==> src/hscs_pkg.sv <==
// Behaviour
// - No heating unless set point exceeds 40 C
// - Cap set point at maximum or range ceiling
// - Analog output linear, 0 V at 0 C
// - Full scale 300 C or 500 C by range
// - Active fault drives fault level on output
// - Select actual temperature or fixed 10 V
// - Confirm key starts calibration; ambient 0 to 40
// - Calibration reference defaults to 20 C
// - Calibration about 13 s, heating inhibited
// - Countdown 13 to 0, output forced near 0 V
// - Up to three attempts, then error
// - Refuse calibration while band cools fast
// - Refuse calibration while heat or warmup active
// - Power-up and later calibration blocking fault sets
// - Untimed heat request heats while asserted
// - Manual heat key heats at once, no timeout
// - Timed mode: each request starts one cycle
// - Home position shows value and bar
// - Heat request ignored during calibration
// - Heat request during listed faults sets alarm
package hscs_pkg;

  // ==========================================================
  // Temperature and output scaling
  // ==========================================================
  localparam int TEMP_W = 10;
  localparam int DAC_W = 12;
  localparam logic [TEMP_W-1:0] MIN_HEAT_SET_C = 10'h028;
  localparam logic [TEMP_W-1:0] CAL_REF_DEFAULT_C = 10'h014;
  localparam logic [TEMP_W-1:0] CAL_AMB_MAX_C = 10'h028;
  localparam logic [TEMP_W-1:0] FS_LOW_C = 10'h12C;
  localparam logic [TEMP_W-1:0] FS_HIGH_C = 10'h1F4;
  localparam logic [DAC_W-1:0] DAC_FULL = 12'hFFF;
  localparam logic [DAC_W-1:0] DAC_ZERO = 12'h000;
  // Range codes: 0=200, 1=300, 2=400, 3=500
  localparam logic [1:0] RANGE_200 = 2'h0;
  localparam logic [1:0] RANGE_300 = 2'h1;
  localparam logic [1:0] RANGE_400 = 2'h2;
  localparam logic [1:0] RANGE_500 = 2'h3;
  // Range ceilings in degrees
  localparam logic [TEMP_W-1:0] CEIL_200 = 10'h0C8;
  localparam logic [TEMP_W-1:0] CEIL_300 = 10'h12C;
  localparam logic [TEMP_W-1:0] CEIL_400 = 10'h190;
  localparam logic [TEMP_W-1:0] CEIL_500 = 10'h1F4;

  // ==========================================================
  // Fault codes (three-digit decimal numbers as plain binary)
  // ==========================================================
  localparam int CODE_W = 10;
  localparam logic [CODE_W-1:0] ERR_CAL_FAIL = 10'h09B; // 155, calibration failed

  // ==========================================================
  // Calibration timing
  // ==========================================================
  localparam int CLK_HZ = 25000000;
  localparam int CAL_TICK_MS = 1000;
  localparam int CAL_TICK_CYC = CLK_HZ / 1000 * CAL_TICK_MS;
  localparam logic [3:0] CAL_COUNT_START = 4'hD;
  localparam logic [1:0] CAL_MAX_TRIES = 2'h3;

endpackage

==> src/hscs_fault.sv <==
`timescale 1ns/1ps
// ============================================================
// Fault code classifier
// ============================================================
module hscs_fault
  import hscs_pkg::*;
(
  input wire logic [CODE_W-1:0] code_i,
  input wire logic ran_ok_i,
  output logic cal_block_o,
  output logic heat_alarm_o
);
  // Helper: code inside an inclusive decimal span
  function automatic logic in_span(input logic [CODE_W-1:0] c, input int lo, input int hi);
    in_span = (int'(c) >= lo) && (int'(c) <= hi);
  endfunction
  // Group membership, codes are decimal values
  wire logic grp_1xx = in_span(code_i, 101, 103);
  wire logic grp_2xx = in_span(code_i, 201, 203);
  wire logic grp_801 = in_span(code_i, 801, 801);
  wire logic grp_9xx = in_span(code_i, 900, 999);
  assign cal_block_o = grp_2xx || grp_801 || grp_9xx || (grp_1xx && !ran_ok_i);
  // codes that refuse a heat request
  assign heat_alarm_o = in_span(code_i, 104, 105) || in_span(code_i, 111, 113) ||
    in_span(code_i, 211, 211);
endmodule

==> src/hscs_scale.sv <==
`timescale 1ns/1ps
// ============================================================
// Temperature to output-level scaler
// ============================================================
module hscs_scale
  import hscs_pkg::*;
(
  input wire logic [TEMP_W-1:0] temp_i,
  input wire logic [1:0] range_i,
  output logic [DAC_W-1:0] level_o
);
  // Full scale is 300 for the two low ranges, 500 for the high
  // full scale choice
  wire logic [TEMP_W-1:0] full_scale = range_i[1] ? FS_HIGH_C : FS_LOW_C;
  // Clip above full scale so the meter never wraps
  wire logic [TEMP_W-1:0] temp_clip = (temp_i > full_scale) ? full_scale : temp_i;
  wire logic [21:0] product = 22'(temp_clip) * 22'(DAC_FULL);
  wire logic [21:0] quotient = product / 22'(full_scale);
  assign level_o = quotient[DAC_W-1:0];
endmodule

==> src/hscs_top.sv <==
`timescale 1ns/1ps
// ============================================================
// Heatseal control sequencer
// ============================================================
module hscs_top
  import hscs_pkg::*;
(
  input wire logic CLK_I,
  input wire logic RESET_N_I,
  input wire logic CE_I,
  // Machine-control pins, asynchronous
  input wire logic HEAT_REQUEST_I,
  input wire logic WARMUP_REQUEST_I,
  // Front panel keys, already debounced, on this clock
  input wire logic MANUAL_HEAT_KEY_I,
  input wire logic HOME_POSITION_I,
  input wire logic CAL_STEP_SELECTED_I,
  input wire logic CONFIRM_KEY_I,
  input wire logic UP_KEY_I,
  input wire logic DOWN_KEY_I,
  // Configuration
  input wire logic TIME_CONTROL_I,
  input wire logic OUT_REF_MODE_I,
  input wire logic [1:0] RANGE_I,
  input wire logic [TEMP_W-1:0] MAX_TEMP_I,
  input wire logic [TEMP_W-1:0] SET_POINT_I,
  // Measurement and fault state from the control loop
  input wire logic [TEMP_W-1:0] ACTUAL_TEMP_I,
  input wire logic COOLING_FAST_I,
  input wire logic BAND_VARIES_I,
  input wire logic FAULT_ACTIVE_I,
  input wire logic [CODE_W-1:0] FAULT_CODE_I,
  input wire logic [DAC_W-1:0] FAULT_LEVEL_I,
  input wire logic RAN_OK_I,
  input wire logic TIMED_CYCLE_DONE_I,
  // Outputs
  output logic HEAT_ENABLE_O,
  output logic TIMED_CYCLE_START_O,
  output logic [TEMP_W-1:0] SET_POINT_O,
  output logic ALARM_O,
  output logic [DAC_W-1:0] ANALOG_LEVEL_O,
  output logic CAL_BUSY_O,
  output logic [3:0] CAL_COUNT_O,
  output logic CAL_ERROR_O,
  output logic [TEMP_W-1:0] CAL_REF_O,
  output logic MSG_STILL_HOT_O,
  output logic MSG_LOCK_HEAT_O,
  output logic MSG_LOCK_WARMUP_O,
  output logic SHOW_VALUE_O,
  output logic SHOW_BAR_O
);

  // ==========================================================
  // Types and state
  // ==========================================================
  typedef enum logic [2:0] {
    CAL_IDLE = 3'h1,
    CAL_RUN = 3'h2,
    CAL_CHECK = 3'h4
  } hscs_cal_t;

  hscs_cal_t cal_state_reg; // Calibration sequencer state
  hscs_cal_t cal_state_next;
  logic heat_s1_reg; // Heat request synchroniser, first stage
  logic heat_s2_reg; // Heat request, synchronised
  logic warm_s1_reg; // Warmup request synchroniser, first stage
  logic warm_s2_reg; // Warmup request, synchronised
  logic heat_prev_reg; // Last heat level, edge detect
  logic armed_reg; // New timed cycle may start
  logic timed_active_reg; // Timed cycle under way
  logic [24:0] tick_cnt_reg; // One-second prescaler
  logic [3:0] count_reg; // Countdown shown on display
  logic [1:0] tries_reg; // Attempts used so far
  logic band_moved_reg; // Band moved during this attempt
  logic cal_err_reg; // Calibration failed three times
  logic [TEMP_W-1:0] cal_ref_reg; // Assumed ambient
  logic confirm_prev_reg; // Confirm key edge detect
  logic up_prev_reg;
  logic down_prev_reg;
  logic [TEMP_W-1:0] set_cap_reg;
  logic heat_en_reg;
  logic start_pulse_reg;
  logic alarm_reg;
  logic [DAC_W-1:0] level_reg;
  logic hot_reg;
  logic lock_h_reg;
  logic lock_w_reg;
  logic show_reg;
  logic busy_reg; // Registered copy of the busy state for the pin

  // ==========================================================
  // Combinational decode
  // ==========================================================
  wire logic cal_block;
  wire logic heat_alarm_code;
  wire logic [DAC_W-1:0] scaled_level;
  hscs_fault u_fault (
    .code_i(FAULT_CODE_I),
    .ran_ok_i(RAN_OK_I),
    .cal_block_o(cal_block),
    .heat_alarm_o(heat_alarm_code)
  );
  hscs_scale u_scale (
    .temp_i(ACTUAL_TEMP_I),
    .range_i(RANGE_I),
    .level_o(scaled_level)
  );

  wire logic [TEMP_W-1:0] range_ceil = (RANGE_I == RANGE_200) ? CEIL_200 :
    (RANGE_I == RANGE_300) ? CEIL_300 : (RANGE_I == RANGE_400) ? CEIL_400 : CEIL_500;
  wire logic [TEMP_W-1:0] ceil_min = (MAX_TEMP_I < range_ceil) ? MAX_TEMP_I : range_ceil;
  wire logic [TEMP_W-1:0] set_cap = (SET_POINT_I > ceil_min) ? ceil_min : SET_POINT_I;

  wire logic cal_busy = (cal_state_reg != CAL_IDLE);
  wire logic heat_seen = heat_s2_reg && !cal_busy;
  // manual key only in home position
  wire logic manual_seen = MANUAL_HEAT_KEY_I && HOME_POSITION_I && !cal_busy;
  wire logic set_ok = (set_cap > MIN_HEAT_SET_C);
  wire logic fault_refuse = heat_alarm_code && FAULT_ACTIVE_I;
  wire logic heat_rise = heat_seen && !heat_prev_reg && armed_reg;
  wire logic untimed_heat = !TIME_CONTROL_I && heat_seen;
  // timed cycle heats until loop ends it
  wire logic timed_heat = TIME_CONTROL_I && timed_active_reg;
  wire logic heat_next = (untimed_heat || timed_heat || manual_seen) && set_ok &&
    !fault_refuse && !cal_busy;
  wire logic alarm_next = (heat_seen || manual_seen) && fault_refuse;

  // Calibration start conditions
  wire logic confirm_rise = CONFIRM_KEY_I && !confirm_prev_reg;
  wire logic still_hot = CAL_STEP_SELECTED_I && COOLING_FAST_I;
  wire logic lock_h = CAL_STEP_SELECTED_I && heat_s2_reg;
  wire logic lock_w = CAL_STEP_SELECTED_I && warm_s2_reg;
  // start on confirm at calibration step
  wire logic cal_go = CAL_STEP_SELECTED_I && confirm_rise && !COOLING_FAST_I &&
    !heat_s2_reg && !warm_s2_reg && !cal_block;
  wire logic tick = (tick_cnt_reg == 25'(CAL_TICK_CYC - 1));
  wire logic count_zero = (count_reg == 4'h0);

  wire logic [DAC_W-1:0] level_next = cal_busy ? DAC_ZERO :
    FAULT_ACTIVE_I ? FAULT_LEVEL_I : OUT_REF_MODE_I ? DAC_FULL : scaled_level;

  // ==========================================================
  // Calibration state transitions
  // ==========================================================
  always_comb begin
    cal_state_next = cal_state_reg;
    unique case (cal_state_reg)
      CAL_IDLE: begin
        if (cal_go) begin
          cal_state_next = CAL_RUN;
        end
      end
      CAL_RUN: begin
        if (tick && count_zero) begin
          cal_state_next = CAL_CHECK;
        end
      end
      CAL_CHECK: begin
        if (band_moved_reg && (tries_reg < CAL_MAX_TRIES)) begin
          cal_state_next = CAL_RUN;
        end else begin
          cal_state_next = CAL_IDLE;
        end
      end
      default: begin
        cal_state_next = CAL_IDLE;
      end
    endcase
  end

  // ==========================================================
  // Input synchronisers
  // ==========================================================
  always_ff @(posedge CLK_I or negedge RESET_N_I) begin
    if (!RESET_N_I) begin
      heat_s1_reg <= 1'b0;
      heat_s2_reg <= 1'b0;
      warm_s1_reg <= 1'b0;
      warm_s2_reg <= 1'b0;
    end else if (CE_I) begin
      heat_s1_reg <= HEAT_REQUEST_I;
      heat_s2_reg <= heat_s1_reg;
      warm_s1_reg <= WARMUP_REQUEST_I;
      warm_s2_reg <= warm_s1_reg;
    end
  end

  // ==========================================================
  // Heat request sequencing
  // ==========================================================
  always_ff @(posedge CLK_I or negedge RESET_N_I) begin
    if (!RESET_N_I) begin
      heat_prev_reg <= 1'b0;
      armed_reg <= 1'b1;
      timed_active_reg <= 1'b0;
      start_pulse_reg <= 1'b0;
    end else if (CE_I) begin
      heat_prev_reg <= heat_seen;
      start_pulse_reg <= 1'b0;
      if (!heat_s2_reg) begin
        armed_reg <= 1'b1;
      end else if (heat_rise) begin
        armed_reg <= 1'b0;
      end
      // start one timed cycle per request
      if (TIME_CONTROL_I && heat_rise && set_ok && !fault_refuse) begin
        timed_active_reg <= 1'b1;
        start_pulse_reg <= 1'b1;
      end else if (TIMED_CYCLE_DONE_I || !TIME_CONTROL_I || cal_busy) begin
        timed_active_reg <= 1'b0;
      end
    end
  end

  // ==========================================================
  // Calibration sequencer registers
  // ==========================================================
  always_ff @(posedge CLK_I or negedge RESET_N_I) begin
    if (!RESET_N_I) begin
      cal_state_reg <= CAL_IDLE;
      tick_cnt_reg <= 25'h0000000;
      count_reg <= 4'h0;
      tries_reg <= 2'h0;
      band_moved_reg <= 1'b0;
      cal_err_reg <= 1'b0;
      confirm_prev_reg <= 1'b0;
      busy_reg <= 1'b0;
    end else if (CE_I) begin
      cal_state_reg <= cal_state_next;
      busy_reg <= (cal_state_next != CAL_IDLE);
      confirm_prev_reg <= CONFIRM_KEY_I;
      if (cal_state_reg == CAL_RUN) begin
        tick_cnt_reg <= tick ? 25'h0000000 : tick_cnt_reg + 25'h0000001;
        if (tick && !count_zero) begin
          count_reg <= count_reg - 4'h1;
        end
        if (BAND_VARIES_I) begin
          band_moved_reg <= 1'b1;
        end
      end else begin
        tick_cnt_reg <= 25'h0000000;
        count_reg <= CAL_COUNT_START;
      end
      if (cal_go) begin
        tries_reg <= 2'h1;
        band_moved_reg <= 1'b0;
        cal_err_reg <= 1'b0;
      end else if (cal_state_reg == CAL_CHECK) begin
        band_moved_reg <= 1'b0;
        if (band_moved_reg && (tries_reg < CAL_MAX_TRIES)) begin
          tries_reg <= tries_reg + 2'h1;
        end else if (band_moved_reg) begin
          cal_err_reg <= 1'b1;
        end
      end
    end
  end

  // ==========================================================
  // Ambient reference adjustment
  // ==========================================================
  always_ff @(posedge CLK_I or negedge RESET_N_I) begin
    if (!RESET_N_I) begin
      cal_ref_reg <= CAL_REF_DEFAULT_C;
      up_prev_reg <= 1'b0;
      down_prev_reg <= 1'b0;
    end else if (CE_I) begin
      up_prev_reg <= UP_KEY_I;
      down_prev_reg <= DOWN_KEY_I;
      // ambient held within 0 to 40
      if (CAL_STEP_SELECTED_I && !cal_busy) begin
        if (UP_KEY_I && !up_prev_reg && (cal_ref_reg < CAL_AMB_MAX_C)) begin
          cal_ref_reg <= cal_ref_reg + 10'h001;
        end else if (DOWN_KEY_I && !down_prev_reg && (cal_ref_reg != 10'h000)) begin
          cal_ref_reg <= cal_ref_reg - 10'h001;
        end
      end
    end
  end

  // ==========================================================
  // Registered outputs
  // ==========================================================
  always_ff @(posedge CLK_I or negedge RESET_N_I) begin
    if (!RESET_N_I) begin
      set_cap_reg <= 10'h000;
      heat_en_reg <= 1'b0;
      alarm_reg <= 1'b0;
      level_reg <= 12'h000;
      hot_reg <= 1'b0;
      lock_h_reg <= 1'b0;
      lock_w_reg <= 1'b0;
      show_reg <= 1'b0;
    end else if (CE_I) begin
      set_cap_reg <= set_cap;
      heat_en_reg <= heat_next;
      alarm_reg <= alarm_next;
      level_reg <= level_next;
      hot_reg <= still_hot;
      lock_h_reg <= lock_h;
      lock_w_reg <= lock_w;
      // value and bar in home position
      show_reg <= HOME_POSITION_I;
    end
  end

  assign HEAT_ENABLE_O = heat_en_reg;
  assign TIMED_CYCLE_START_O = start_pulse_reg;
  assign SET_POINT_O = set_cap_reg;
  assign ALARM_O = alarm_reg;
  assign ANALOG_LEVEL_O = level_reg;
  assign CAL_BUSY_O = busy_reg;
  assign CAL_COUNT_O = count_reg;
  assign CAL_ERROR_O = cal_err_reg;
  assign CAL_REF_O = cal_ref_reg;
  assign MSG_STILL_HOT_O = hot_reg;
  assign MSG_LOCK_HEAT_O = lock_h_reg;
  assign MSG_LOCK_WARMUP_O = lock_w_reg;
  assign SHOW_VALUE_O = show_reg;
  assign SHOW_BAR_O = show_reg;
endmodule

==> config.mk <==
export PLATFORM = sky130hd
export DESIGN_NAME = hscs_top
export DESIGN_NICKNAME = d
export VERILOG_FILES = /design/src/hscs_pkg.sv /design/src/hscs_fault.sv /design/src/hscs_scale.sv /design/src/hscs_top.sv
export SDC_FILE = /design/constraint.sdc
export NUM_CORES = 1
export LEC_CHECK = 0
export BUFFER_PORTS_ARGS = -buffer_cell sky130_fd_sc_hd__buf_2
export CELL_PAD_IN_SITES_DETAIL_PLACEMENT = 1
export CELL_PAD_IN_SITES_GLOBAL_PLACEMENT = 2
export CORE_MARGIN = 8
export CORE_UTILIZATION = 38
export DETAILED_ROUTE_END_ITERATION = 12
export GPL_TIMING_DRIVEN = 0
export PLACE_DENSITY_LB_ADDON = 0.1
export SETUP_SLACK_MARGIN = 0.15
export SLEW_MARGIN = 25
export SYNTH_ARGS = -nofsm -noshare
export SYNTH_HDL_FRONTEND = slang
export SYNTH_SLANG_ARGS = --single-unit
==> constraint.sdc <==
create_clock -name CLK_I -period 3.89 [get_ports CLK_I]
set_clock_uncertainty 0.1 [all_clocks]
set_input_delay 0.1945 -clock CLK_I [delete_from_list [all_inputs] [get_ports CLK_I]]
set_output_delay 0.1945 -clock CLK_I [all_outputs]
set_load 0.03 [all_outputs]
==> results.cfg, run 1 <==
[run_status]
run_status = complete, but fails checks
failed_checks = negative setup slack

[final_layout]
largest_register_ff_count = 25
fin_cells = 2858
finalNetCount = 2597
layout-drive-gt1-share = 0.4036
fillers = 4490
synthToLayoutAreaGrowth_pct = 48.93

[global_route]
grt.total_usage = 0.2486
grt_pass1_vias = 17360
grt_first_pass_wirelength_mm = 92.32
grt.overflow.total = 0
grt_start_max_net_pins = 60
antenna_found_initial = 0

[synth]
synthesized_area_per_cell_um2 = 8.072
synth.area.top_cells = dfrtp_1 14%, ha_1 13%, xnor2_1 4.5%
synth.ff_latch_count = 86
synthDominantAreaCellType = dfrtp_1
synth_area_um2 = 14740
yosysTopAreaCellShare = 0.1392
synth_enable_flop_cells = 0
ys_async_rst_share = 1.000
netlist-cell-type-count = 112
synth.cells.most_frequent = 159 x ha_1, 159 x nor2_1, 135 x nand2_1
synth_flop_cell = dfrtp_1
synth_sequential_area_ratio = 0.1463
netlist_instances = 1826
synthesis.yosys.warnings = 0

[clock_tree]
cts_tree = yes
cts_buffers = 9
cts_htree_levels = 3
clkTransAtPathRegs_ps = 60
cts_root_buffer = clkbuf_16
clock_latency_on_the_worst_skew_pair_ps = 340
cts_max_path_buffers = 2
clock_sink_count = 86

[sta]
worst_pin_slew_ps = 956.4
maxClockFrequency_ghz = 0.03156
post-route-min-period_ps = 31680
rsz0062_at_grt = yes
final_max_slew_viol_count = 0
final.period_utilization = 8.145
smallest_setup_slack_after_layout_ps = -27790
finalHoldViolations = 0
slew_margin_rel = 0.3569
setup_viol = 25

[die]
dieWidth_um = 212.9
die-height_um = 212.9
placementRows = 72
fp.dieArea_um2 = 45350
start_util = 0.3832
ios = 118
core_area_um2 = 38470

[routing]
detail_route.iter0.violations = 1099
route.detailed.vias_per_inst = 5.889
final_antenna_net_count = 0
drtPass1Iterations = 5
routed-via-count = 16830
detail_route.wirelength_mm = 62.48
drt-wirelength-per-cell_um = 21.86
drc_errors = 0

[setup_path]
worstReg2RegStart = CAL_REF_O[7]$_DFFE_PN0P_
cp-end-kind = flip-flop
critPathMostFrequentCell = buf_6
setup.worst_path.class = input pin to flip-flop
timing.critical_path.slowest_stage_cell = a2111oi_2
required_ps = 4000
startpoint_type = input pin
crit_path_max_incr_delay_ps = 670
r2r-end = CAL_REF_O[9]$_DFFE_PN0P_
reg2reg_setup_slack_ps = 630
worst_r2r_path_depth = 14
critPathArrivalTime_ps = 31800
cp_max_fo = 7

[hold_path]
min-delay-start = UP_KEY_I
hold-path-cell-count = 2
timing.hold.worst.class = input pin to flip-flop
min_delay_worst_endpoint = up_prev_reg$_DFFE_PN0P_

[placement]
pre_cts_ws_ps = -33440
portBuffers = 117
placed_cells = 2468
place.gp.congestion = 0.8520
hpwl_mm = 40.37

[run]
maxCapViolCount = 0
==> cell usage in the layout, fill, tap and decap left out, types with 22 or more instances in the layout <==
cell | Yosys | final
xor2_1 | 61 | 53
o211ai_1 | 25 | 25
nor2b_1 | 31 | 23
xnor2_1 | 76 | 63
o21ai_0 | 89 | 68
fa_1 | 32 | 24
buf_6 | 1 | 63
dfrtp_1 | 82 | 82
ha_4 | 0 | 39
o21ai_1 | 23 | 25
mux2i_1 | 31 | 26
inv_1 | 105 | 88
a21o_1 | 49 | 49
nand3_1 | 67 | 61
ha_1 | 159 | 117
mux2_2 | 36 | 31
nor2_1 | 159 | 135
buf_4 | 3 | 306
and3_1 | 29 | 22
buf_2 | 11 | 122
nand2_1 | 135 | 110
a21oi_1 | 112 | 76
a21oi_2 | 6 | 24
==> cells by family (layout without fill, tap and decap cells) <==
kind of cell,Yosys count,after routing,share of synthesized area
AND/OR/NAND/NOR,620,620,0.2148
AO/OA/AOI/OAI,571,571,0.2827
adder cells (fa/ha/maj),191,191,0.1784
buffers and inverters,144,653,0.03888
XOR/XNOR,137,137,0.08141
flip-flops,86,86,0.1463
multiplexers,75,75,0.05696
other,2,7,0.0005095
==> final cells by class <==
type                            instances  area, µm²  area share
Multi-Input combinational cell       1600      14380      0.6553
Buffer                                 38      247.7     0.01129
Sequential cell                        86       2157     0.09827
Timing Repair Buffer                  493       3817      0.1739
Antenna cell                            1      2.502   0.0001140
Tap cell                              518      648.1     0.02953
Inverter                              106      406.6     0.01852
Clock inverter                          2      13.76   0.0006270
Clock buffer                           14      274.0     0.01248
==> per-layer routing <==
metal  share of wire  vias up  track usage
li1                -     7839            -
met2            0.51      456       0.4617
met1            0.43     8374       0.3070
met5               0        -            0
met3           0.038      163      0.01453
met4           0.032        0      0.06711
==> what timing repair did <==
item                                    CTS  global route
hold buffers                              4             0
endpoints found under the hold margin    88             0
buffers inserted                        277            88
gates resized for setup                 261           138
gates cloned                              4             0
endpoints found under the setup margin   28            27
pin swaps                               187           134
==> metrics by stage <==
| step | util | hold WS, ps | cell area (µm²) | setup TNS (ps) |
|---|---|---|---|---|
| global placement | 0.4348 | 347.0 | 16720 | -312030 |
| finish | 0.5706 | 12.76 | 21950 | -214690 |
| CTS | 0.5360 | 3.672 | 20620 | -203890 |
| floorplan | - | -201.1 | 15490 | -223170 |
| global route | 0.5706 | 13.06 | 21950 | -225830 |
| detailed placement | 0.4369 | -12.64 | 16800 | -284970 |
==> worst max-delay path by stage <==
stage | endpoint | start | cells past startpoint | slack [ps]
5_1_grt | ANALOG_LEVEL_O[0]$_DFFE_PN0P_ | RANGE_I[1] | 164 | -28840
2_1_floorplan | ANALOG_LEVEL_O[0]$_DFFE_PN0P_ | RANGE_I[1] | 160 | -27500
3_5_place_dp | ANALOG_LEVEL_O[0]$_DFFE_PN0P_ | RANGE_I[1] | 154 | -33440
3_3_place_gp | ANALOG_LEVEL_O[0]$_DFFE_PN0P_ | RANGE_I[1] | 155 | -34380
6_report | ANALOG_LEVEL_O[0]$_DFFE_PN0P_ | RANGE_I[1] | 175 | -27790
4_1_cts | ANALOG_LEVEL_O[0]$_DFFE_PN0P_ | RANGE_I[1] | 169 | -26310
==> worst max-delay path: cells and delay by family <==
kind / cells / cell delay (ps)
simple gates: 48 / 7630
mux: 5 / 1530
compound gates: 45 / 8650
buf+inv: 51 / 6220
xor+xnor: 7 / 1150
fa+ha+maj: 19 / 6300
Power of run 1 is left out: the tool's default activity adds up to more than one toggle a clock period on the data nets, which glitch-free logic cannot reach.
==> run 2: changes to the inputs <==
--- a/config.mk
+++ b/config.mk
@@ -14,6 +14,7 @@
 export GPL_TIMING_DRIVEN = 0
 export PLACE_DENSITY_LB_ADDON = 0.1
 export SETUP_SLACK_MARGIN = 0.15
+export SKIP_CTS_REPAIR_TIMING = 1
 export SLEW_MARGIN = 25
 export SYNTH_ARGS = -nofsm -noshare
 export SYNTH_HDL_FRONTEND = slang
==> results.cfg, run 2 (synthesized netlist as in run 1, its figures left out) <==
[run_status]
run_status = complete, but fails checks
failed_checks = negative setup slack

[sta]
slew_margin_rel = 0.2457
worst_pin_slew_ps = 1123
maxClockFrequency_ghz = 0.03161
final.period_utilization = 8.132
final_max_slew_viol_count = 0
rsz0062_at_grt = yes
finalHoldViolations = 0
smallest_setup_slack_after_layout_ps = -27740
setup_viol = 25
post-route-min-period_ps = 31630

[placement]
portBuffers = 117
place.gp.congestion = 0.8520
hpwl_mm = 40.37

[setup_path]
cp-end-kind = flip-flop
cp_max_fo = 8
critPathMostFrequentCell = ha_4
critPathArrivalTime_ps = 31750
startpoint_type = input pin
required_ps = 4000
setup.worst_path.class = input pin to flip-flop
cp.buffers_inverters = 21
worstReg2RegStart = CAL_REF_O[9]$_DFFE_PN0P_
worst_path_dominant_cell_family = simple AND/OR/NAND/NOR gates
crit_path_start = RANGE_I[1]
crit_path_max_incr_delay_ps = 590
timing.critical_path.slowest_stage_cell = fa_2

[routing]
drc_errors = 0
drtPass1Iterations = 5
detail_route.wirelength_mm = 53.92
detail_route.iter0.violations = 721
routed-via-count = 15490
route.detailed.vias_per_inst = 5.750
drt-wirelength-per-cell_um = 20.02
final_antenna_net_count = 0

[final_layout]
fillers = 4501
largest_register_ff_count = 25
layout_commonest_cell = buf_4
finalNetCount = 2432
final_cell_mix = 189 x buf_4, 138 x nor2_1, 122 x buf_2
layout-drive-gt1-share = 0.3422
finish.utilization = 0.5284
synthToLayoutAreaGrowth_pct = 37.91

[run]
maxCapViolCount = 0

[clock_tree]
clkTransAtPathRegs_ps = 60
clock_latency_on_the_worst_skew_pair_ps = 340
cts_htree_levels = 3
cts_max_path_buffers = 2
clock_sink_count = 86
cts_root_buffer = clkbuf_16
cts_tree = yes
cts_buffers = 9

[die]
die-height_um = 212.9
placementRows = 72
dieWidth_um = 212.9
core_area_um2 = 38470
start_util = 0.3832
fp.dieArea_um2 = 45350
ios = 118

[global_route]
antenna_found_initial = 0
grt_first_pass_wirelength_mm = 78.83
grt.total_usage = 0.2105
grt_pass1_vias = 14940
grt_start_max_net_pins = 60
grt.overflow.total = 0

[hold_path]
min-delay-start = WARMUP_REQUEST_I
timing.hold.worst.class = input pin to flip-flop
==> run 2: final cells by class <==
type,count,area (µm²),area share
antenna,1,2.502,0.0001231
buffer,38,239.0,0.01176
clock buffer,14,274.0,0.01348
clock inverter,2,13.76,0.0006771
inverter,106,411.6,0.02025
multi-input combinational,1600,14190,0.6980
sequential,86,2157,0.1061
tap,518,648.1,0.03188
timing repair buffer,328,2394,0.1178
==> run 2: worst paths after layout <==
path                                                  to  slack [ps]  cells past startpoint
setup / recovery           ANALOG_LEVEL_O[0]$_DFFE_PN0P_      -27740                    170
hold / removal                   warm_s1_reg$_DFFE_PN0P_           3                      2
setup reg to reg                CAL_REF_O[9]$_DFFE_PN0P_         430                     14
hold reg to reg            ANALOG_LEVEL_O[5]$_DFFE_PN0P_         390                      1
max in group asynchronous   cal_state_reg[0]$_DFFE_PN1P_        2830                      3
min in group asynchronous       CAL_REF_O[8]$_DFFE_PN0P_         220                      2
==> run 2: worst register-to-register path, delay by kind of cell (launching register included) <==
| family | cells | cell delay [ps] |
|---|---|---|
| DFF | 1 | 420 |
| AOI/OAI and AO/OA | 7 | 1240 |
| xor gates and xnor gates | 2 | 290 |
| adders and majority gates | 1 | 320 |
| buffers and inverters | 1 | 220 |
| and+or+nand+nor | 3 | 760 |
==> run 2: layer usage <==
layer,up-vias,global-route usage,part of all wire,wire length (µm)
met1,7738,0.2803,0.45,24380
met2,202,0.3722,0.51,27580
met4,0,0.04236,0.012,650
li1,7507,-,-,-
met5,-,0,0,0
met3,38,0.01248,0.024,1306
==> run 2: through the flow <==
stage / instances / cell area [µm²] / TNS (ps) / hold slack [ps] / setup slack [ps]
after detailed placement: 2468 / 16800 / -284970 / -12.64 / -33440
after CTS: 2484 / 17090 / -277270 / -383.7 / -33240
after floorplan: 1830 / 15490 / -223170 / -201.1 / -27500
after global routing: 2692 / 20320 / -228860 / 4.918 / -29050
final: 2693 / 20330 / -216450 / 3.031 / -27740
after global placement: 2465 / 16720 / -312030 / 347.0 / -34380
Power of run 2 is left out for the same reason.
